`src/pkg/afpl_pkg.sv`:
```
// shared constants, register map and helper functions for the auto fan pwm loop
package afpl_pkg;

    localparam int          CLK_HZ           = 125_000_000;
    localparam int          CLK_KHZ          = CLK_HZ / 1000;

    // register indices; byte address is four times the index
    localparam logic [5:0]  IDX_CFG          = 6'h00;
    localparam logic [5:0]  IDX_FCH          = 6'h20;
    localparam logic [5:0]  IDX_FSP          = 6'h22;
    localparam logic [5:0]  IDX_FLT          = 6'h23;
    localparam logic [5:0]  IDX_LTHR         = 6'h24;
    localparam logic [5:0]  IDX_RTHR         = 6'h25;
    localparam logic [5:0]  IDX_STAT         = 6'h26;

    // field positions
    localparam int          CFG_AUTO_BIT     = 7;
    localparam int          CFG_CHAN_LSB     = 5;
    localparam int          FCH_SPIN_LSB     = 0;
    localparam int          FCH_FREQ_LSB     = 3;
    localparam int          FCH_RANGE_LSB    = 6;
    localparam int          FSP_MIN_LSB      = 0;
    localparam int          FLT_EN_BIT       = 0;
    localparam int          FLT_RATE_LSB     = 2;
    localparam int          FLT_RAMP_LSB     = 5;
    localparam int          FLT_SPINDIS_BIT  = 7;
    localparam int          THR_SPAN_LSB     = 0;
    localparam int          THR_START_LSB    = 3;
    localparam int          STAT_SPIN_BIT    = 8;
    localparam int          STAT_AUTO_BIT    = 9;

    // reset values
    localparam logic [7:0]  CFG_RST          = 8'h80;
    localparam logic [7:0]  FCH_RST          = 8'h1d;
    localparam logic [7:0]  FSP_RST          = 8'h05;
    localparam logic [7:0]  FLT_RST          = 8'h10;
    localparam logic [7:0]  LTHR_RST         = 8'h40;
    localparam logic [7:0]  RTHR_RST         = 8'h40;
    localparam logic [7:0]  FLT_WR_MASK      = 8'hfd;

    // channel select codes
    localparam logic [1:0]  CHAN_REMOTE      = 2'h0;
    localparam logic [1:0]  CHAN_MAX         = 2'h3;

    // duty scale
    localparam logic [7:0]  PWM_SLOTS        = 8'hf0;
    localparam logic [7:0]  SLOTS_PER_CODE   = 8'h10;

    // timing: update tick is the 8-per-second period, spin tick the 200 ms unit
    localparam int          UPD_TICK_MS      = 125;
    localparam int          SPIN_TICK_MS     = 200;
    localparam int          UPD_TICK_CYC     = CLK_KHZ * UPD_TICK_MS;
    localparam int          SPIN_TICK_CYC    = CLK_KHZ * SPIN_TICK_MS;

    // pwm frequency in milli-hertz per code
    function automatic longint pwm_freq_mhz(input logic [2:0] code);
        unique case (code)
            3'h0: pwm_freq_mhz = 11700;
            3'h1: pwm_freq_mhz = 15600;
            3'h2: pwm_freq_mhz = 23400;
            3'h3: pwm_freq_mhz = 31250;
            3'h4: pwm_freq_mhz = 37500;
            3'h5: pwm_freq_mhz = 46900;
            3'h6: pwm_freq_mhz = 62500;
            3'h7: pwm_freq_mhz = 93500;
        endcase
    endfunction

    // clock cycles per slot, rounded down, never below one
    function automatic logic [16:0] slot_cyc(input longint clk_khz, input logic [2:0] code);
        longint c;
        c = (clk_khz * 1_000_000) / (240 * pwm_freq_mhz(code));
        slot_cyc = (c < 1) ? 17'h00001 : c[16:0];
    endfunction

    // spin-up time in 200 ms units
    function automatic logic [5:0] spin_units(input logic [2:0] code);
        unique case (code)
            3'h0: spin_units = 6'h01;
            3'h1: spin_units = 6'h02;
            3'h2: spin_units = 6'h03;
            3'h3: spin_units = 6'h04;
            3'h4: spin_units = 6'h05;
            3'h5: spin_units = 6'h0a;
            3'h6: spin_units = 6'h14;
            3'h7: spin_units = 6'h28;
        endcase
    endfunction

    // update period in 125 ms ticks: 128 down to 1
    function automatic logic [7:0] upd_ticks(input logic [2:0] code);
        upd_ticks = 8'h80 >> code;
    endfunction

endpackage

```
`src/hw/afpl_chan.sv`:
```
// one temperature channel: start temperature and span to a duty in slots
`timescale 1ns/100ps
module afpl_chan
    import afpl_pkg::*;
(
    input  wire logic [7:0] temp,
    input  wire logic [4:0] start_code,
    input  wire logic [2:0] span_code,
    input  wire logic [3:0] min_code,
    output logic      [7:0] duty
);
    logic [7:0]  start_deg;
    logic [7:0]  above;
    logic [5:0]  per_deg;
    logic [14:0] raw;

    // ten codes per span is 160 slots per span, so slots per degree is 160/span
    always_comb begin
        start_deg = {1'b0, start_code, 2'b00};
        above     = temp - start_deg;
        unique case (span_code)
            3'h0:    per_deg = 6'h20;
            3'h1:    per_deg = 6'h10;
            3'h2:    per_deg = 6'h08;
            3'h3:    per_deg = 6'h04;
            default: per_deg = 6'h02;
        endcase
        raw = 15'(min_code * SLOTS_PER_CODE) + 15'(above * per_deg);
        if (temp < start_deg) begin
            duty = 8'h00;
        end else if (raw > 15'(PWM_SLOTS)) begin
            duty = PWM_SLOTS;
        end else begin
            duty = raw[7:0];
        end
    end
endmodule

```
`src/hw/afpl_pwm.sv`:
```
// 240-slot pwm generator; duty is taken at each period start
`timescale 1ns/100ps
module afpl_pwm
    import afpl_pkg::*;
(
    input  wire logic        pclk,
    input  wire logic        presetn,
    input  wire logic [16:0] slot_len,
    input  wire logic [7:0]  duty,
    output logic             pwm_out
);
    typedef struct packed {
        logic [16:0] div;
        logic [7:0]  slot;
        logic [7:0]  duty;
        logic        out;
    } afpl_pwm_t;

    afpl_pwm_t p_r;
    afpl_pwm_t p_nxt;

    // latching duty per period avoids runt pulses when the loop changes it
    always_comb begin
        p_nxt = p_r;
        if (p_r.div >= slot_len - 17'h00001) begin
            p_nxt.div = 17'h00000;
            if (p_r.slot == PWM_SLOTS - 8'h01) begin
                p_nxt.slot = 8'h00;
                p_nxt.duty = duty;
            end else begin
                p_nxt.slot = p_r.slot + 8'h01;
            end
        end else begin
            p_nxt.div = p_r.div + 17'h00001;
        end
        p_nxt.out = (p_nxt.slot < p_nxt.duty);
    end

    always_ff @(posedge pclk or negedge presetn) begin
        if (!presetn) begin
            p_r <= '0;
        end else begin
            p_r <= p_nxt;
        end
    end

    assign pwm_out = p_r.out;
endmodule

```
`src/hw/afpl_top.sv`:
```
// temperature driven fan pwm loop with filtered ramp mode and apb registers
//
// Decided for this implementation: the APB interface to the registers.
`timescale 1ns/100ps
module afpl_top
    import afpl_pkg::*;
#(
    parameter int UPD_TICK  = UPD_TICK_CYC,
    parameter int SPIN_TICK = SPIN_TICK_CYC,
    parameter int SLOT_KHZ  = CLK_KHZ
)
(
    input  wire logic        pclk,
    input  wire logic        presetn,
    input  wire logic        psel,
    input  wire logic        penable,
    input  wire logic        pwrite,
    input  wire logic [7:0]  paddr,
    input  wire logic [31:0] pwdata,
    input  wire logic [3:0]  pstrb,
    output logic      [31:0] prdata,
    output logic             pready,
    output logic             pslverr,
    input  wire logic [7:0]  local_temp,
    input  wire logic [7:0]  remote_temp,
    output logic             pwm_out
);
    typedef struct packed {
        logic [7:0]  cfg;
        logic [7:0]  fch;
        logic [7:0]  fsp;
        logic [7:0]  flt;
        logic [7:0]  lthr;
        logic [7:0]  rthr;
        logic [31:0] prdata;
        logic        pready;
        logic        pslverr;
        logic [31:0] upd_div;
        logic [7:0]  upd_cnt;
        logic        upd;
        logic [31:0] spin_div;
        logic        spin_tick;
        logic [5:0]  spin_left;
        logic        spinning;
        logic [7:0]  duty;
    } afpl_state_t;

    afpl_state_t s_r;
    afpl_state_t s_nxt;

    logic [7:0]  local_duty;
    logic [7:0]  remote_duty;
    logic [7:0]  target;
    logic [7:0]  stepped;
    logic [7:0]  new_duty;
    logic [7:0]  drive_duty;
    logic [16:0] slot_len;
    logic [5:0]  idx;
    logic        hit;
    logic [31:0] rdata;

    localparam logic [16:0] SLOT_TAB [8] = '{
        slot_cyc(SLOT_KHZ, 3'h0), slot_cyc(SLOT_KHZ, 3'h1),
        slot_cyc(SLOT_KHZ, 3'h2), slot_cyc(SLOT_KHZ, 3'h3),
        slot_cyc(SLOT_KHZ, 3'h4), slot_cyc(SLOT_KHZ, 3'h5),
        slot_cyc(SLOT_KHZ, 3'h6), slot_cyc(SLOT_KHZ, 3'h7)
    };
    localparam logic [31:0] UPD_LAST  = 32'(UPD_TICK - 1);
    localparam logic [31:0] SPIN_LAST = 32'(SPIN_TICK - 1);

    // move cur toward tgt by step without passing it
    function automatic logic [7:0] ramp(input logic [7:0] cur,
                                        input logic [7:0] tgt,
                                        input logic [1:0] code);
        logic [7:0] step;
        step = 8'h01 << code;
        if (tgt > cur) begin
            ramp = (tgt - cur < step) ? tgt : cur + step;
        end else if (tgt < cur) begin
            ramp = (cur - tgt < step) ? tgt : cur - step;
        end else begin
            ramp = cur;
        end
    endfunction

    afpl_chan u_local (
        .temp       (local_temp),
        .start_code (s_r.lthr[THR_START_LSB +: 5]),
        .span_code  (s_r.lthr[THR_SPAN_LSB +: 3]),
        .min_code   (s_r.fsp[FSP_MIN_LSB +: 4]),
        .duty       (local_duty)
    );

    afpl_chan u_remote (
        .temp       (remote_temp),
        .start_code (s_r.rthr[THR_START_LSB +: 5]),
        .span_code  (s_r.rthr[THR_SPAN_LSB +: 3]),
        .min_code   (s_r.fsp[FSP_MIN_LSB +: 4]),
        .duty       (remote_duty)
    );

    always_comb begin
        // channel selection; undefined codes fall back to the remote loop
        if (s_r.cfg[CFG_CHAN_LSB +: 2] == CHAN_MAX) begin
            target = (local_duty > remote_duty) ? local_duty : remote_duty;
        end else begin
            target = remote_duty;
        end
        stepped  = ramp(s_r.duty, target, s_r.flt[FLT_RAMP_LSB +: 2]);
        new_duty = s_r.flt[FLT_EN_BIT] ? stepped : target;
        drive_duty = s_r.spinning ? PWM_SLOTS : s_r.duty;
        slot_len = SLOT_TAB[s_r.fch[FCH_FREQ_LSB +: 3]];
        idx = paddr[7:2];
        hit = (paddr[1:0] == 2'h0) && ((idx == IDX_CFG) || (idx == IDX_FCH) ||
              (idx == IDX_FSP) || (idx == IDX_FLT) || (idx == IDX_LTHR) ||
              (idx == IDX_RTHR) || (idx == IDX_STAT));
        rdata = 32'h00000000;
        unique case (idx)
            IDX_CFG:  rdata[7:0] = s_r.cfg;
            IDX_FCH:  rdata[7:0] = s_r.fch;
            IDX_FSP:  rdata[7:0] = s_r.fsp;
            IDX_FLT:  rdata[7:0] = s_r.flt;
            IDX_LTHR: rdata[7:0] = s_r.lthr;
            IDX_RTHR: rdata[7:0] = s_r.rthr;
            IDX_STAT: begin
                rdata[7:0]             = s_r.duty;
                rdata[STAT_SPIN_BIT]   = s_r.spinning;
                rdata[STAT_AUTO_BIT]   = s_r.cfg[CFG_AUTO_BIT];
            end
            default:  rdata = 32'h00000000;
        endcase
    end

    always_comb begin
        s_nxt           = s_r;
        s_nxt.upd       = 1'b0;
        s_nxt.spin_tick = 1'b0;
        s_nxt.pready    = 1'b0;
        s_nxt.pslverr   = 1'b0;

        // temperature update timer: 125 ms ticks, counted per sample rate code
        if (s_r.upd_div >= UPD_LAST) begin
            s_nxt.upd_div = 32'h00000000;
            if (s_r.upd_cnt >= upd_ticks(s_r.flt[FLT_RATE_LSB +: 3]) - 8'h01) begin
                s_nxt.upd_cnt = 8'h00;
                s_nxt.upd     = 1'b1;
            end else begin
                s_nxt.upd_cnt = s_r.upd_cnt + 8'h01;
            end
        end else begin
            s_nxt.upd_div = s_r.upd_div + 32'h00000001;
        end

        // free running 200 ms unit; first unit of a spin-up may be short by up to one unit
        if (s_r.spin_div >= SPIN_LAST) begin
            s_nxt.spin_div  = 32'h00000000;
            s_nxt.spin_tick = 1'b1;
        end else begin
            s_nxt.spin_div = s_r.spin_div + 32'h00000001;
        end

        if (s_r.spinning && s_r.spin_tick) begin
            if (s_r.spin_left <= 6'h01) begin
                s_nxt.spinning  = 1'b0;
                s_nxt.spin_left = 6'h00;
            end else begin
                s_nxt.spin_left = s_r.spin_left - 6'h01;
            end
        end

        if (s_r.cfg[CFG_AUTO_BIT]) begin
            if (s_r.upd) begin
                s_nxt.duty = new_duty;
                if (s_r.duty == 8'h00 && new_duty != 8'h00 &&
                    !s_r.flt[FLT_SPINDIS_BIT]) begin
                    s_nxt.spinning  = 1'b1;
                    s_nxt.spin_left = spin_units(s_r.fch[FCH_SPIN_LSB +: 3]);
                end
            end
        end else begin
            // software ownership: duty follows the programmed code directly
            s_nxt.duty     = 8'(s_r.fsp[FSP_MIN_LSB +: 4] * SLOTS_PER_CODE);
            s_nxt.spinning = 1'b0;
        end

        // apb: setup cycle decodes, access phase answers with pready
        if (psel && !penable) begin
            s_nxt.pready  = 1'b1;
            s_nxt.pslverr = !hit;
            // a refused misaligned read must not leak the register that its index bits select
            s_nxt.prdata  = (pwrite || !hit) ? 32'h00000000 : rdata;
        end

        if (psel && penable && s_r.pready && pwrite && !s_r.pslverr && pstrb[0]) begin
            unique case (idx)
                IDX_CFG:  s_nxt.cfg  = pwdata[7:0];
                IDX_FCH:  s_nxt.fch  = pwdata[7:0];
                IDX_FSP:  s_nxt.fsp  = pwdata[7:0];
                IDX_FLT:  s_nxt.flt  = pwdata[7:0] & FLT_WR_MASK;
                IDX_LTHR: s_nxt.lthr = pwdata[7:0];
                IDX_RTHR: s_nxt.rthr = pwdata[7:0];
                default:  s_nxt.cfg  = s_r.cfg;
            endcase
        end
    end

    always_ff @(posedge pclk or negedge presetn) begin
        if (!presetn) begin
            s_r      <= '0;
            s_r.cfg  <= CFG_RST;
            s_r.fch  <= FCH_RST;
            s_r.fsp  <= FSP_RST;
            s_r.flt  <= FLT_RST;
            s_r.lthr <= LTHR_RST;
            s_r.rthr <= RTHR_RST;
        end else begin
            s_r <= s_nxt;
        end
    end

    afpl_pwm u_pwm (
        .pclk     (pclk),
        .presetn  (presetn),
        .slot_len (slot_len),
        .duty     (drive_duty),
        .pwm_out  (pwm_out)
    );

    assign prdata  = s_r.prdata;
    assign pready  = s_r.pready;
    assign pslverr = s_r.pslverr;
endmodule

```
`config.mk`:
```
export PLATFORM = sky130hd
export DESIGN_NAME = afpl_top
export DESIGN_NICKNAME = d
export VERILOG_FILES = /design/src/pkg/afpl_pkg.sv /design/src/hw/afpl_chan.sv /design/src/hw/afpl_pwm.sv /design/src/hw/afpl_top.sv
export SDC_FILE = /design/constraint.sdc
export NUM_CORES = 1
export LEC_CHECK = 0
export ABC_AREA = 0
export BUFFER_PORTS_ARGS = -buffer_cell sky130_fd_sc_hd__buf_2
export CORE_ASPECT_RATIO = 0.75
export CORE_MARGIN = 2
export CORE_UTILIZATION = 35
export DETAILED_ROUTE_END_ITERATION = 16
export GPL_TIMING_DRIVEN = 0
export SYNTH_ARGS = -nofsm -noshare
export SYNTH_HDL_FRONTEND = slang
export SYNTH_SLANG_ARGS = --single-unit
```
`constraint.sdc`:
```
create_clock -name pclk -period 8.6 [get_ports pclk]
set_input_delay 1.72 -clock pclk [delete_from_list [all_inputs] [get_ports pclk]]
set_output_delay 1.72 -clock pclk [all_outputs]
set_load 0.03 [all_outputs]
```
======== Yosys cells after proc, flatten, opt, wreduce, memory -nomap -nowiden ========
Memory sizes are Yosys's and may differ from the RTL's.
Index checks and enable logic that the tools add are counted.
storage, ports and cells
  register bits ........................... 182
  bits in read-only memories .............. 184
  input port bits ......................... 65
  output and inout port bits .............. 35
  logic and storage cells ................. 145
  memories kept ........................... 2
memories
  name              words  width  rd ports  clocked after memory_dff  write ports  line             text
  (name not given)  8      17     1         0                         0            afpl_top.sv:112  slot_len = SLOT_TAB[s_r.fch[FCH_FREQ_LSB +: 3]];
  (name not given)  8      6      1         0                         0            afpl_pkg.sv:78   unique case (code)
operators by class
  $add $sub $neg .......................... 16
  multiply operators ...................... 2
  magnitude comparators ................... 16
  equal/unequal tests ..................... 15
  shift operators ......................... 2
  muxes and demuxes ....................... 37
  bitwise operators ....................... 1
  reduce and logical (&&, ||, !) cells .... 33
operator list
  cell                   number
  $mux 8                 15
  $add 32x1->32 const B  2
  $mux 32                2
  $pmux 8 s7             1
  $mux 17                3
  $pmux 6 s4             2
  $eq 6x6->1 const B     6
  $ge 32x24->1 const B   1
  $ge 32x25->1 const B   1
  $lt 8x8->1             4
  $add 8x14->15          2
  $gt 15x8->1 const B    2
  $mul 8x6->14           2
  $sub 8x8->8            3
  $add 17x1->17 const B  1
  $ge 17x17->1           1
  $sub 17x1->17 const B  1
  $add 8x1->8 const B    2
  $gt 8x8->1             2
  $lt 8x7->1             2
  $mux 16                1
  $sub 8x7->8            2
  $mux 15                1
  $mux 7                 2
  28 further kinds       61

======== Depth between registers and ports, before layout ========
Gate-level depths: netlist of the first run.
  word-level depth ........................ 22
  depth in mapped cells ................... 46
  mapped depth without buffers ............ 46

======== Modules after synthesis ========
A second synthesis of the first run with hierarchy kept.
unflattened totals
  cells, all modules ...................... 1724
  area, all modules ....................... 15801.4 um^2
modules (own cells, without submodules)
  module     times used  cells an instance  area each (um^2)  seq. area each (um^2)
  afpl_top   1           1030               9665.5            3716.1
  afpl_chan  2           225                1851.8            0.0
  afpl_pwm   1           244                2432.3            850.8

======== Worst setup path after synthesis of the first run ========
OpenSTA, ideal clock, no wires.
  path type ............................... in2reg
  start point ............................. input port remote_temp[2]
  end point ............................... register s_r[8] (netlist name)
  library setup time ...................... 120 ps
  arrival ................................. 10772 ps
  required time ........................... 8480 ps
  path slack .............................. -2291 ps
  stages .................................. 41
  buffers on the path ..................... 0
  cell sequence ........................... inv_1 > ha_1 > inv_1 > fa_1 > xnor2_1 > nor2_1 > ha_1 > inv_1 > fa_1 > inv_1 > fa_1 > fa_1 > ha_1 > fa_1 > a211oi_1 > o21ai_1 > a211o_1 > a2111oi_4 > [... 5 more ...] > a21oi_1 > o31ai_1 > nand2_1 > or3_1 > nand2_1 > ha_1 > o21ai_0 > nand2b_1 > xor2_1 > ha_1 > o21a_1 > a2111oi_1 > nand4_1 > a32o_1 > o32a_1 > a211oi_2 > a31oi_4 > a31o_1
RTL lines
  element               line             text
  from (decl)           afpl_top.sv:25   input wire logic [7:0] remote_temp,
  to (signal assigned)  afpl_top.sv:217  s_r <= s_nxt;
  to (decl)             afpl_top.sv:48   afpl_state_t s_r;

==> metrics.txt, run 1 <==
# TYPE chip_impl_metric gauge
chip_impl_metric{name="combPwrFrac",unit="%"} 29.5
chip_impl_metric{name="route.vias.total",unit=""} 12400
chip_impl_metric{name="wl",unit="um"} 37900
chip_impl_metric{name="power_frac_seq",unit="%"} 39.5
chip_impl_metric{name="routabilityCongestion",unit=""} 0.888
chip_impl_info{name="status",value="complete, but fails checks"} 1
chip_impl_metric{name="global_route.usage.met3",unit="%"} 2.87
chip_impl_metric{name="num_rows",unit=""} 65
chip_impl_metric{name="area_delta_synth_final",unit="%"} 20.2
chip_impl_metric{name="die_w",unit="um"} 243
chip_impl_metric{name="coreArea",unit="um2"} 42200
chip_impl_metric{name="floorplan.initialDensity",unit="%"} 35.6
chip_impl_metric{name="timing.critical_path.arrival",unit="ns"} 11.35
chip_impl_metric{name="clock_latency",unit="ns"} 0.45
chip_impl_metric{name="worst-slew-pin-transition",unit="ns"} 1.06
chip_impl_metric{name="grt.total_usage",unit="%"} 17.3
chip_impl_metric{name="use_met2",unit="%"} 25.9
chip_impl_metric{name="cellPowerDensity",unit="nW/um2"} 136
chip_impl_info{name="clk_root_buffer_cell",value="sky130_fd_sc_hd__clkbuf_16"} 1
chip_impl_metric{name="diodes_inserted",unit=""} 0
chip_impl_info{name="synth_top_area_cell",value="sky130_fd_sc_hd__dfrtp_1"} 1
chip_impl_info{name="hold_class",value="register to register"} 1
chip_impl_metric{name="critical_path_required",unit="ns"} 8.93
chip_impl_metric{name="antenna_left",unit=""} 0
chip_impl_metric{name="dr.first_iter.drc_count",unit=""} 846
chip_impl_metric{name="max_cap_violations",unit=""} 0
chip_impl_info{name="critical-path-top-delay-family",value="adder cells"} 1
chip_impl_metric{name="initial_antenna_violation_count",unit=""} 0
chip_impl_metric{name="grt_overflow",unit=""} 0
chip_impl_metric{name="netSwitchingPower",unit="mW"} 0.806
chip_impl_metric{name="cts_hold_repair.buffers",unit=""} 0
chip_impl_metric{name="fp.dieArea",unit="um2"} 44600
chip_impl_metric{name="final.min_clock_period",unit="ns"} 11.02
chip_impl_metric{name="report.final.slew_viol_count",unit=""} 0
chip_impl_metric{name="synth-edff-count",unit=""} 0
chip_impl_info{name="ys_dominant_reg_cell",value="sky130_fd_sc_hd__dfrtp_1"} 1
chip_impl_info{name="setup.worst_path.end_class",value="register"} 1
chip_impl_metric{name="grt_first_pass_wirelength",unit="um"} 62500
chip_impl_metric{name="mappedNetlistArea",unit="um2"} 15000
chip_impl_metric{name="groute.layer.met1.usage",unit="%"} 26.1
chip_impl_metric{name="finalHoldViolations",unit=""} 0
chip_impl_metric{name="nNetsFinal",unit=""} 2101
chip_impl_metric{name="asyncSetResetFlopFracSynth",unit="%"} 100
chip_impl_metric{name="layout-drive-gt1-share",unit="%"} 19.9
chip_impl_metric{name="synth_area_per_inst",unit="um2"} 9.05
chip_impl_metric{name="internal_power_component",unit="mW"} 1.66
chip_impl_metric{name="post_synth_num_cell_types",unit=""} 89
chip_impl_info{name="tritoncts",value="yes"} 1
chip_impl_metric{name="clkTransAtPathRegs",unit="ns"} 0.07
chip_impl_info{name="synth_top_cells_by_area",value="sky130_fd_sc_hd__dfrtp_1 29%, sky130_fd_sc_hd__ha_1 13%, sky130_fd_sc_hd__fa_1 6.8%, sky130_fd_sc_hd__nor2_1 5.1%, sky130_fd_sc_hd__mux2_2 3.2%"} 1
chip_impl_info{name="timing.critical_path.slowest_stage_cell",value="sky130_fd_sc_hd__fa_1"} 1
chip_impl_info{name="grt-busiest-layer",value="met1"} 1
chip_impl_info{name="critical_path_class",value="input pin to register"} 1
chip_impl_metric{name="routed_wl_per_cell",unit="um"} 15.7
chip_impl_metric{name="ios",unit=""} 100
chip_impl_metric{name="timing.fmax",unit="GHz"} 0.0907
chip_impl_metric{name="critical_path_max_stage_delay",unit="ns"} 0.53
chip_impl_metric{name="first_global_vias",unit=""} 11900
chip_impl_metric{name="switching_share",unit="%"} 32.7
chip_impl_metric{name="postLayoutCoreUtil",unit="%"} 42.7
chip_impl_metric{name="place.port_buffers",unit=""} 49
chip_impl_metric{name="fraction_of_the_cycle_the_final_worst_path_needs",unit="%"} 128
chip_impl_metric{name="drt_first_pass_iters",unit=""} 5
chip_impl_metric{name="synth.top_cell.area_share",unit="%"} 28.7
chip_impl_metric{name="detail_routed_via_count_per_cell",unit=""} 5.14
chip_impl_metric{name="ctsLongestPathBuffers",unit=""} 2
chip_impl_metric{name="dp.final_hpwl",unit="um"} 29000
chip_impl_metric{name="whs",unit="ns"} 0.479
chip_impl_metric{name="synth-seq-area-share",unit="%"} 30.4
chip_impl_metric{name="ys_seq_elements",unit=""} 182
chip_impl_metric{name="max-slew-margin-rel",unit="%"} 29.4
chip_impl_metric{name="grt_start_max_net_pins",unit=""} 116
chip_impl_metric{name="setup_ws",unit="ns"} -2.42
chip_impl_metric{name="critical_path_peak_fanout",unit=""} 7
chip_impl_metric{name="vdd.ir_drop.worst",unit="uV"} 136
chip_impl_metric{name="power.leakage",unit="nW"} 8.39
chip_impl_metric{name="clkSinkCount",unit=""} 182
chip_impl_info{name="rsz0062_at_grt",value="true"} 1
chip_impl_metric{name="ctsHtreeMaxLevel",unit=""} 4
chip_impl_metric{name="critPathBufInv",unit=""} 9
chip_impl_info{name="crit_path_start_kind",value="input pin"} 1
chip_impl_metric{name="yosysWarningCount",unit=""} 0
chip_impl_metric{name="setup_tns",unit="ns"} -31.88
chip_impl_info{name="violations_in_the_final_reports",value="negative setup slack"} 1
chip_impl_info{name="yosys.cell_count.top_type",value="sky130_fd_sc_hd__nor2_1"} 1
chip_impl_metric{name="worst_clock_skew",unit="ns"} 0.0127
chip_impl_metric{name="die_h",unit="um"} 183
chip_impl_metric{name="p_clk_share",unit="%"} 31.0
chip_impl_metric{name="numCtsBuffers",unit=""} 17
chip_impl_metric{name="synth_cells",unit=""} 1658
chip_impl_metric{name="drc_errors",unit=""} 0
chip_impl_info{name="synth.top_cells.by_count",value="205 x sky130_fd_sc_hd__nor2_1, 172 x sky130_fd_sc_hd__dfrtp_1, 160 x sky130_fd_sc_hd__ha_1"} 1
chip_impl_metric{name="timing.final.setup_violations",unit=""} 15
-- state kept, by name, summed over array words and instances, names as in the netlist --
signal         flops
prdata            10
pslverr            1
pready             1
u_pwm.p_r         33
u_pwm.pwm_out      1
s_r              136
-- power groups by stage --
stage | clock network (mW) | registers (mW) | logic (mW)
floorplan | 0 | 0.973 | 0.440
global placement | 0 | 0.985 | 0.570
detailed placement | 0 | 0.986 | 0.589
CTS | 0.781 | 0.972 | 0.682
global route | 0.827 | 0.982 | 0.808
finish | 0.764 | 0.972 | 0.726
-- worst paths after layout --
check	startpoint	end	slack [ns]	cells past startpoint
worst max-delay path	local_temp[2]	s_r[8]	-2.42	47
worst min-delay path	prdata[3]	prdata[3]	0.48	2
worst max register to register	s_r[125]	s_r[8]	-1.65	43
worst min register to register	prdata[3]	prdata[3]	0.48	2
max in group asynchronous	presetn	u_pwm.pwm_out	6.46	2
min in group asynchronous	presetn	s_r[67]	1.20	1
-- cell families (layout without fill, tap and decap cells) --
kind of cell	count (synthesis)	count (layout)	synth area share, %
buffers and inverters	200	343	5.92
XOR/XNOR	93	93	5.43
multiplexers	65	65	4.69
flip-flops	182	182	30.4
AND/OR/NAND/NOR	581	581	18.6
other	2	39	0.0500
AO/OA/AOI/OAI	324	324	14.8
adder cells (fa/ha/maj)	211	211	20.1
-- placed cells by master (no fill, tap or decap), types with 29 or more instances in the layout --
master and instances:
sky130_fd_sc_hd__clkbuf_1 42, sky130_fd_sc_hd__ha_1 143, sky130_fd_sc_hd__o21ai_0 64, sky130_fd_sc_hd__nand3_1 50, sky130_fd_sc_hd__mux2_2 42, sky130_fd_sc_hd__inv_1 109, sky130_fd_sc_hd__a21oi_1 53, sky130_fd_sc_hd__conb_1 39
sky130_fd_sc_hd__xnor2_1 34, sky130_fd_sc_hd__nor2_1 200, sky130_fd_sc_hd__buf_4 94, sky130_fd_sc_hd__nand2_1 119, sky130_fd_sc_hd__fa_1 46, sky130_fd_sc_hd__buf_2 46, sky130_fd_sc_hd__xor2_1 49, sky130_fd_sc_hd__nand2b_1 29
sky130_fd_sc_hd__dfrtp_1 172
-- tightest hold or removal path, stage by stage (launching register included) --
cell,delay [ns]
sky130_fd_sc_hd__dfrtp_1,0.34
sky130_fd_sc_hd__nand2_1,0.04
sky130_fd_sc_hd__o21ai_0,0.06
-- metal layers --
| layer | up-vias | part of all wire [%] | wire (um) |
|---|---|---|---|
| li1 | 6080 | - | - |
| met1 | 6043 | 52 | 19700 |
| met2 | 211 | 43 | 16400 |
| met3 | 27 | 3.7 | 1410 |
| met4 | 0 | 1.3 | 497 |
| met5 | - | 0 | 0 |
-- timing repair --
action | CTS | global route
pin swaps | 81 | 51
setup buffers | 46 | 18
endpoints found under the setup margin | 15 | 15
resized for setup | 88 | 31
-- metrics by stage --
stage	power [mW]	instances	setup WS [ns]	cell area [um2]
detailed placement	1.58	2314	-3.40	16400
CTS	2.43	2390	-2.10	17700
finish	2.46	2407	-2.42	18000
floorplan	1.41	1695	-1.86	15400
global placement	1.56	2313	-3.31	16400
global route	2.62	2407	-2.77	18000
-- area by class of cell --
cell class / count / area (um2)
Sequential cell: 182 / 4570
Multi-Input combinational cell: 1313 / 10500
Tap cell: 569 / 712
Inverter: 121 / 472
Buffer: 76 / 432
Fill cell: 4094 / 24200
Clock buffer: 23 / 468
Timing Repair Buffer: 114 / 783
Clock inverter: 9 / 93.8
Power figures use the tool's default switching activity.
==> inputs of run 2 (changes only) <==
- CTS_BUF_LIST: default -> sky130_fd_sc_hd__clkbuf_4
==> run 2 against run 1 <==
Against the previous run:
- the run still ends with negative setup slack left
- wire length down 0.12%
- register-to-register slack better by 0.11 ns
- sequential cell count unchanged
- critical path type unchanged
- critical endpoint unchanged
- largest cell class unchanged
- highest routed layer unchanged
==> metrics.txt, run 2 (synthesis gave the netlist of run 1 again) <==
# TYPE chip_impl_metric gauge
chip_impl_metric{name="floorplan.initialDensity",unit="%"} 35.6
chip_impl_info{name="crit_path_start_kind",value="input pin"} 1
chip_impl_metric{name="timing.final.setup_violations",unit=""} 15
chip_impl_metric{name="p_clk_share",unit="%"} 21.5
chip_impl_metric{name="critPathBufInv",unit=""} 9
chip_impl_metric{name="power_frac_seq",unit="%"} 45.0
chip_impl_metric{name="initial_antenna_violation_count",unit=""} 0
chip_impl_metric{name="dr.first_iter.drc_count",unit=""} 864
chip_impl_metric{name="report.power.total",unit="mW"} 2.16
chip_impl_metric{name="setup_ws",unit="ns"} -2.11
chip_impl_metric{name="setup_tns",unit="ns"} -27.47
chip_impl_metric{name="routed_wl_per_cell",unit="um"} 15.8
chip_impl_metric{name="grt_start_max_net_pins",unit=""} 116
chip_impl_metric{name="internal_power_component",unit="mW"} 1.40
chip_impl_info{name="mostFrequentLayoutCells",value="201 x sky130_fd_sc_hd__nor2_1, 172 x sky130_fd_sc_hd__dfrtp_1, 141 x sky130_fd_sc_hd__ha_1"} 1
chip_impl_metric{name="critical_path_peak_fanout",unit=""} 7
chip_impl_metric{name="grt_first_pass_wirelength",unit="um"} 62100
chip_impl_metric{name="diodes_inserted",unit=""} 0
chip_impl_metric{name="place.port_buffers",unit=""} 49
chip_impl_metric{name="worst_hold_path.num_cells",unit=""} 2
chip_impl_info{name="most_common_library_cell_in_the_layout_ignoring_fill_and_taps",value="sky130_fd_sc_hd__nor2_1"} 1
chip_impl_metric{name="fraction_of_the_cycle_the_final_worst_path_needs",unit="%"} 125
chip_impl_metric{name="numCtsBuffers",unit=""} 17
chip_impl_metric{name="die_h",unit="um"} 183
chip_impl_metric{name="area_delta_synth_final",unit="%"} 18.2
chip_impl_metric{name="r2r.worst_path.cells",unit=""} 43
chip_impl_metric{name="clkSinkCount",unit=""} 182
chip_impl_metric{name="detail_routed_via_count_per_cell",unit=""} 5.13
chip_impl_info{name="setup.worst_path.end_class",value="register"} 1
chip_impl_info{name="status",value="complete, but fails checks"} 1
chip_impl_info{name="hold_class",value="register to register"} 1
chip_impl_metric{name="coreArea",unit="um2"} 42200
chip_impl_metric{name="vdd.ir_drop.worst",unit="uV"} 89.4
chip_impl_metric{name="postLayoutCoreUtil",unit="%"} 42.0
chip_impl_metric{name="detailedPlace.worstSlack",unit="ns"} -3.40
chip_impl_metric{name="max_cap_violations",unit=""} 0
chip_impl_metric{name="layout-drive-gt1-share",unit="%"} 19.7
chip_impl_metric{name="r2r_slack",unit="ns"} -1.54
chip_impl_metric{name="power.leakage",unit="nW"} 8.26
chip_impl_info{name="critical_path_class",value="input pin to register"} 1
chip_impl_metric{name="switching_share",unit="%"} 35.3
chip_impl_metric{name="report.final.slew_viol_count",unit=""} 0
chip_impl_metric{name="nNetsFinal",unit=""} 2097
chip_impl_info{name="rr_startpoint",value="s_r[125]"} 1
chip_impl_info{name="holdPathEnd",value="prdata[0]"} 1
chip_impl_metric{name="critical_path_max_stage_delay",unit="ns"} 0.56
chip_impl_info{name="critical-path-top-delay-family",value="adder cells"} 1
chip_impl_metric{name="routabilityCongestion",unit=""} 0.888
chip_impl_metric{name="antenna_left",unit=""} 0
chip_impl_metric{name="ios",unit=""} 100
chip_impl_metric{name="timing.critical_path.arrival",unit="ns"} 11.21
chip_impl_metric{name="wl",unit="um"} 37900
chip_impl_info{name="timing.critical_path.slowest_stage_cell",value="sky130_fd_sc_hd__fa_1"} 1
chip_impl_metric{name="first_global_vias",unit=""} 11800
chip_impl_metric{name="largest_reg_flops",unit=""} 136
chip_impl_info{name="tritoncts",value="yes"} 1
chip_impl_info{name="worst_hold_startpoint",value="prdata[0]"} 1
chip_impl_metric{name="cts_hold_repair.buffers",unit=""} 0
chip_impl_metric{name="netSwitchingPower",unit="mW"} 0.763
chip_impl_info{name="violations_in_the_final_reports",value="negative setup slack"} 1
chip_impl_metric{name="num_rows",unit=""} 65
chip_impl_metric{name="ctsHtreeMaxLevel",unit=""} 4
chip_impl_info{name="clk_root_buffer_cell",value="sky130_fd_sc_hd__clkbuf_4"} 1
chip_impl_metric{name="drt_first_pass_iters",unit=""} 5
chip_impl_metric{name="ctsLongestPathBuffers",unit=""} 2
chip_impl_metric{name="grt_overflow",unit=""} 0
chip_impl_metric{name="critical_path_required",unit="ns"} 9.10
chip_impl_metric{name="combPwrFrac",unit="%"} 33.5
chip_impl_metric{name="worst_clock_skew",unit="ns"} 0.0226
chip_impl_metric{name="clkTransAtPathRegs",unit="ns"} 0.14
chip_impl_info{name="timing.rr.end",value="s_r[8]"} 1
chip_impl_metric{name="cellPowerDensity",unit="nW/um2"} 122
chip_impl_metric{name="max-slew-margin-rel",unit="%"} 30.5
chip_impl_metric{name="drc_errors",unit=""} 0
chip_impl_metric{name="timing.critical_path.depth",unit=""} 46
chip_impl_metric{name="die_w",unit="um"} 243
chip_impl_metric{name="fp.dieArea",unit="um2"} 44600
chip_impl_info{name="rsz0062_at_grt",value="true"} 1
chip_impl_metric{name="dp.final_hpwl",unit="um"} 29000
chip_impl_metric{name="clock_latency",unit="ns"} 0.62
chip_impl_metric{name="final.min_clock_period",unit="ns"} 10.71
chip_impl_metric{name="grt.total_usage",unit="%"} 17.2
chip_impl_metric{name="whs",unit="ns"} 0.510
chip_impl_info{name="register_ranked_first_by_flip_flop_count",value="s_r"} 1
chip_impl_metric{name="route.vias.total",unit=""} 12300
chip_impl_metric{name="finalHoldViolations",unit=""} 0
chip_impl_metric{name="worst-slew-pin-transition",unit="ns"} 1.04
chip_impl_metric{name="timing.fmax",unit="GHz"} 0.0934
run 2: cell count changes in the layout (fill, tap and decap cells not counted), moves of 2 or more:
cell                        delta
sky130_fd_sc_hd__buf_4         -4
sky130_fd_sc_hd__clkbuf_1      -4
sky130_fd_sc_hd__clkbuf_16    -17
sky130_fd_sc_hd__clkbuf_4     +21
sky130_fd_sc_hd__clkbuf_8      -2
sky130_fd_sc_hd__clkinv_1      +2
sky130_fd_sc_hd__ha_1          -2
sky130_fd_sc_hd__ha_4          +2
sky130_fd_sc_hd__nand2_1       +4
sky130_fd_sc_hd__nand2_2       -4
run 2: final cells by class:
type                    instances  area (um2)
multi-input cells            1313       10500
flip-flops and latches        182        4570
clock buffers                  21         158
clock inverters                11         101
well taps                     569         712
inverters                     121         472
plain buffers                  76         432
fillers                      4133       24500
repair buffers                110         762
run 2: power groups by stage:
stage | Clock (mW) | Combinational [mW] | Sequential, mW
global route | 0.522 | 0.807 | 0.983
global placement | 0 | 0.570 | 0.985
floorplan | 0 | 0.440 | 0.973
detailed placement | 0 | 0.589 | 0.986
CTS | 0.480 | 0.679 | 0.971
finish | 0.463 | 0.724 | 0.971
run 2: worst max-delay path by stage:
| stage | startpoint | slack [ns] | to |
|---|---|---|---|
| after global placement | local_temp[2] | -3.31 | s_r[8] |
| after floorplan | remote_temp[2] | -1.86 | s_r[8] |
| after CTS | local_temp[2] | -1.92 | s_r[8] |
| final | local_temp[2] | -2.11 | s_r[8] |
| after detailed placement | remote_temp[2] | -3.40 | s_r[8] |
| after global routing | local_temp[2] | -2.37 | s_r[8] |
run 2: layer usage:
layer | vias to the layer above | global-route usage, % | wire length [um]
li1 | 6058 | - | -
met1 | 6012 | 25.9 | 19700
met2 | 226 | 26.0 | 16400
met3 | 24 | 2.68 | 1430
met4 | 0 | 3.24 | 395
met5 | - | 0 | 0
run 2: timing repair:
item | CTS | global route
pin swaps | 81 | 37
cloned | 0 | 0
gates resized for setup | 84 | 32
setup buffers | 43 | 17
setup endpoints to repair | 15 | 15
run 2: stage by stage:
step,instance area [um2],std cells
floorplan,15400,1695
global placement,16400,2313
detailed placement,16400,2314
CTS,17400,2387
global route,17700,2403
finish,17700,2403
run 2: worst min-delay path: cells and delay by family (launching register included):
family	cells	cell delay [ns]
flops	1	0.37
simple gates	1	0.05
compound gates	1	0.06
==> inputs of run 3 (changes only) <==
- TNS_END_PERCENT: default -> 5
==> run 3 against run 2 <==
Against the previous run:
- worst setup slack improved by 0.0096 ns
- register-to-register slack barely moved
- worst hold slack got worse by 0.012 ns
- fmax barely moved
- die area did not move
- global-route usage fell by 0.25 points
- core utilization fell by 1.2 points
- highest routed layer unchanged
- clock skew rose by 0.012 ns
- largest power group unchanged
- first-iteration DRC count fell by 6.5%
- sequential power barely moved
- the run still ends with negative setup slack left
- clock-buffer cell count fell by 4
- via count fell by 1.1%
==> metrics.txt, run 3 (synthesis gave the netlist of run 1 again) <==
# TYPE chip_impl_metric gauge
chip_impl_metric{name="clkTransAtPathRegs",unit="ns"} 0.15
chip_impl_metric{name="power.leakage",unit="nW"} 8.07
chip_impl_metric{name="first_global_vias",unit=""} 11900
chip_impl_metric{name="worst_clock_skew",unit="ns"} 0.0350
chip_impl_metric{name="vdd.ir_drop.worst",unit="uV"} 75.5
chip_impl_info{name="register_ranked_first_by_flip_flop_count",value="s_r"} 1
chip_impl_metric{name="post_layout_nonfiller_instances",unit=""} 2376
chip_impl_metric{name="floorplan.initialDensity",unit="%"} 35.6
chip_impl_metric{name="timing.critical_path.arrival",unit="ns"} 11.20
chip_impl_metric{name="dp.final_hpwl",unit="um"} 28700
chip_impl_metric{name="worst_hold_path.num_cells",unit=""} 1
chip_impl_metric{name="fp.dieArea",unit="um2"} 44600
chip_impl_info{name="violations_in_the_final_reports",value="negative setup slack"} 1
chip_impl_metric{name="ios",unit=""} 100
chip_impl_metric{name="nNetsFinal",unit=""} 2069
chip_impl_metric{name="clkSinkCount",unit=""} 182
chip_impl_metric{name="grt.total_usage",unit="%"} 16.9
chip_impl_metric{name="grt_overflow",unit=""} 0
chip_impl_metric{name="routabilityCongestion",unit=""} 0.882
chip_impl_metric{name="coreArea",unit="um2"} 42200
chip_impl_metric{name="largest_reg_flops",unit=""} 136
chip_impl_metric{name="place.port_buffers",unit=""} 49
chip_impl_metric{name="final.min_clock_period",unit="ns"} 10.70
chip_impl_info{name="setup.worst_path.end_class",value="register"} 1
chip_impl_metric{name="detail_routed_via_count_per_cell",unit=""} 5.13
chip_impl_info{name="status",value="complete, but fails checks"} 1
chip_impl_info{name="worst_hold_startpoint",value="s_r[16]"} 1
chip_impl_metric{name="timing.final.setup_violations",unit=""} 15
chip_impl_metric{name="numCtsBuffers",unit=""} 17
chip_impl_metric{name="cellPowerDensity",unit="nW/um2"} 123
chip_impl_info{name="timing.rr.end",value="s_r[8]"} 1
chip_impl_info{name="rsz0062_at_grt",value="true"} 1
chip_impl_metric{name="setup_tns",unit="ns"} -27.65
chip_impl_metric{name="layout-drive-gt1-share",unit="%"} 16.6
chip_impl_metric{name="r2r.worst_path.cells",unit=""} 41
chip_impl_metric{name="die_h",unit="um"} 183
chip_impl_metric{name="place.detailed.instances",unit=""} 2314
chip_impl_metric{name="r2r_slack",unit="ns"} -1.55
chip_impl_metric{name="report.final.slew_viol_count",unit=""} 0
chip_impl_metric{name="critical_path_peak_fanout",unit=""} 7
chip_impl_metric{name="fraction_of_the_cycle_the_final_worst_path_needs",unit="%"} 124
chip_impl_metric{name="critical_path_required",unit="ns"} 9.10
chip_impl_info{name="most_common_library_cell_in_the_layout_ignoring_fill_and_taps",value="sky130_fd_sc_hd__nor2_1"} 1
chip_impl_metric{name="worst-slew-pin-transition",unit="ns"} 0.916
chip_impl_info{name="mostFrequentLayoutCells",value="202 x sky130_fd_sc_hd__nor2_1, 172 x sky130_fd_sc_hd__dfrtp_1, 150 x sky130_fd_sc_hd__ha_1"} 1
chip_impl_metric{name="num_rows",unit=""} 65
chip_impl_info{name="crit_path_start_kind",value="input pin"} 1
chip_impl_metric{name="drt_first_pass_iters",unit=""} 5
chip_impl_info{name="hold_class",value="register to register"} 1
chip_impl_metric{name="routed_wl_per_cell",unit="um"} 15.6
chip_impl_metric{name="initial_antenna_violation_count",unit=""} 1
chip_impl_metric{name="max_cap_violations",unit=""} 0
chip_impl_info{name="timing.critical_path.slowest_stage_cell",value="sky130_fd_sc_hd__fa_1"} 1
chip_impl_metric{name="area_delta_synth_final",unit="%"} 14.8
chip_impl_metric{name="critical_path_max_stage_delay",unit="ns"} 0.51
chip_impl_metric{name="antenna_left",unit=""} 0
chip_impl_info{name="clk_root_buffer_cell",value="sky130_fd_sc_hd__clkbuf_4"} 1
chip_impl_metric{name="drc_errors",unit=""} 0
chip_impl_metric{name="ctsLongestPathBuffers",unit=""} 2
chip_impl_info{name="holdPathEnd",value="s_r[16]"} 1
chip_impl_metric{name="grt_first_pass_wirelength",unit="um"} 61700
chip_impl_metric{name="route.vias.total",unit=""} 12200
chip_impl_metric{name="whs",unit="ns"} 0.498
chip_impl_metric{name="clock_latency",unit="ns"} 0.61
chip_impl_metric{name="max-slew-margin-rel",unit="%"} 38.8
chip_impl_info{name="tritoncts",value="yes"} 1
chip_impl_info{name="critPathMostFrequentCell",value="sky130_fd_sc_hd__inv_1"} 1
chip_impl_metric{name="wl",unit="um"} 37000
chip_impl_metric{name="finalHoldViolations",unit=""} 0
chip_impl_metric{name="grt_start_max_net_pins",unit=""} 103
chip_impl_info{name="critical_path_class",value="input pin to register"} 1
chip_impl_metric{name="cts_hold_repair.buffers",unit=""} 0
chip_impl_info{name="rr_startpoint",value="s_r[125]"} 1
chip_impl_metric{name="dr.first_iter.drc_count",unit=""} 808
chip_impl_metric{name="ctsHtreeMaxLevel",unit=""} 4
chip_impl_metric{name="setup_ws",unit="ns"} -2.10
chip_impl_metric{name="timing.fmax",unit="GHz"} 0.0935
chip_impl_metric{name="die_w",unit="um"} 243
-- run 3: cell types whose count changed in the layout (fill, tap and decap cells not counted), sizes merged --
cell,change
clkbuf,-4
bufinv,-1
clkinvlp,+2
clkinv,-1
buf,-28
inv,+4
diode,+1
-- run 3: timing repair --
item / CTS / global route
gates resized for setup: 55 / 10
pin swaps: 47 / 8
endpoints found under the setup margin: 15 / 15
setup buffers: 27 / 3
cloned: 0 / 0
-- run 3: area by class of cell --
| class | count | area [um2] |
|---|---|---|
| Fill cell | 4147 | 25000 |
| Tap cell | 569 | 712 |
| Multi-Input combinational cell | 1313 | 10200 |
| Buffer | 78 | 442 |
| Antenna cell | 1 | 2.50 |
| Inverter | 121 | 467 |
| Clock inverter | 15 | 160 |
| Sequential cell | 182 | 4570 |
| Clock buffer | 17 | 128 |
| Timing Repair Buffer | 80 | 514 |
-- run 3: metal layers --
| metal | share of wire, % | routed length (um) | GRT usage (%) | vias up |
|---|---|---|---|---|
| met5 | 0 | 0 | 0 | - |
| met4 | 1.5 | 571 | 4.44 | 0 |
| met3 | 4.6 | 1680 | 2.71 | 34 |
| met2 | 44 | 16200 | 25.7 | 259 |
| met1 | 50 | 18500 | 24.9 | 5887 |
| li1 | - | - | - | 6001 |
-- run 3: power by group --
part / total, mW / internal (mW) / switching [mW]
sequential: 0.968 / 0.909 / 0.0586
combinational: 0.675 / 0.297 / 0.378
clock: 0.473 / 0.131 / 0.342
-- run 3: worst max path at each step --
stage / slack [ns] / startpoint / to / cells past startpoint
after detailed placement: -3.47 / remote_temp[2] / s_r[8] / 44
after global routing: -2.47 / local_temp[2] / s_r[8] / 44
after global placement: -3.32 / remote_temp[2] / s_r[8] / 45
final: -2.10 / local_temp[2] / s_r[8] / 43
after floorplan: -1.88 / remote_temp[2] / s_r[8] / 43
after CTS: -1.91 / remote_temp[2] / s_r[8] / 44
-- run 3: through the flow --
step / utilization, % / worst slack, ns / cell area, um2 / total power, mW
finish: 40.8 / -2.10 / 17200 / 2.12
global route: 40.8 / -2.47 / 17200 / 2.26
CTS: 40.7 / -1.91 / 17200 / 2.12
detailed placement: 38.8 / -3.47 / 16400 / 1.57
global placement: 38.7 / -3.32 / 16300 / 1.55
floorplan: - / -1.88 / 15400 / 1.41
-- run 3: critical path: cells and delay by family --
| kind | cells | cell delay [ns] |
|---|---|---|
| AO/OA/AOI/OAI | 19 | 4.31 |
| XOR/XNOR | 1 | 0.18 |
| adder cells (fa/ha/maj) | 9 | 3.11 |
| buffers and inverters | 8 | 0.74 |
| AND/OR/NAND/NOR | 6 | 1.12 |
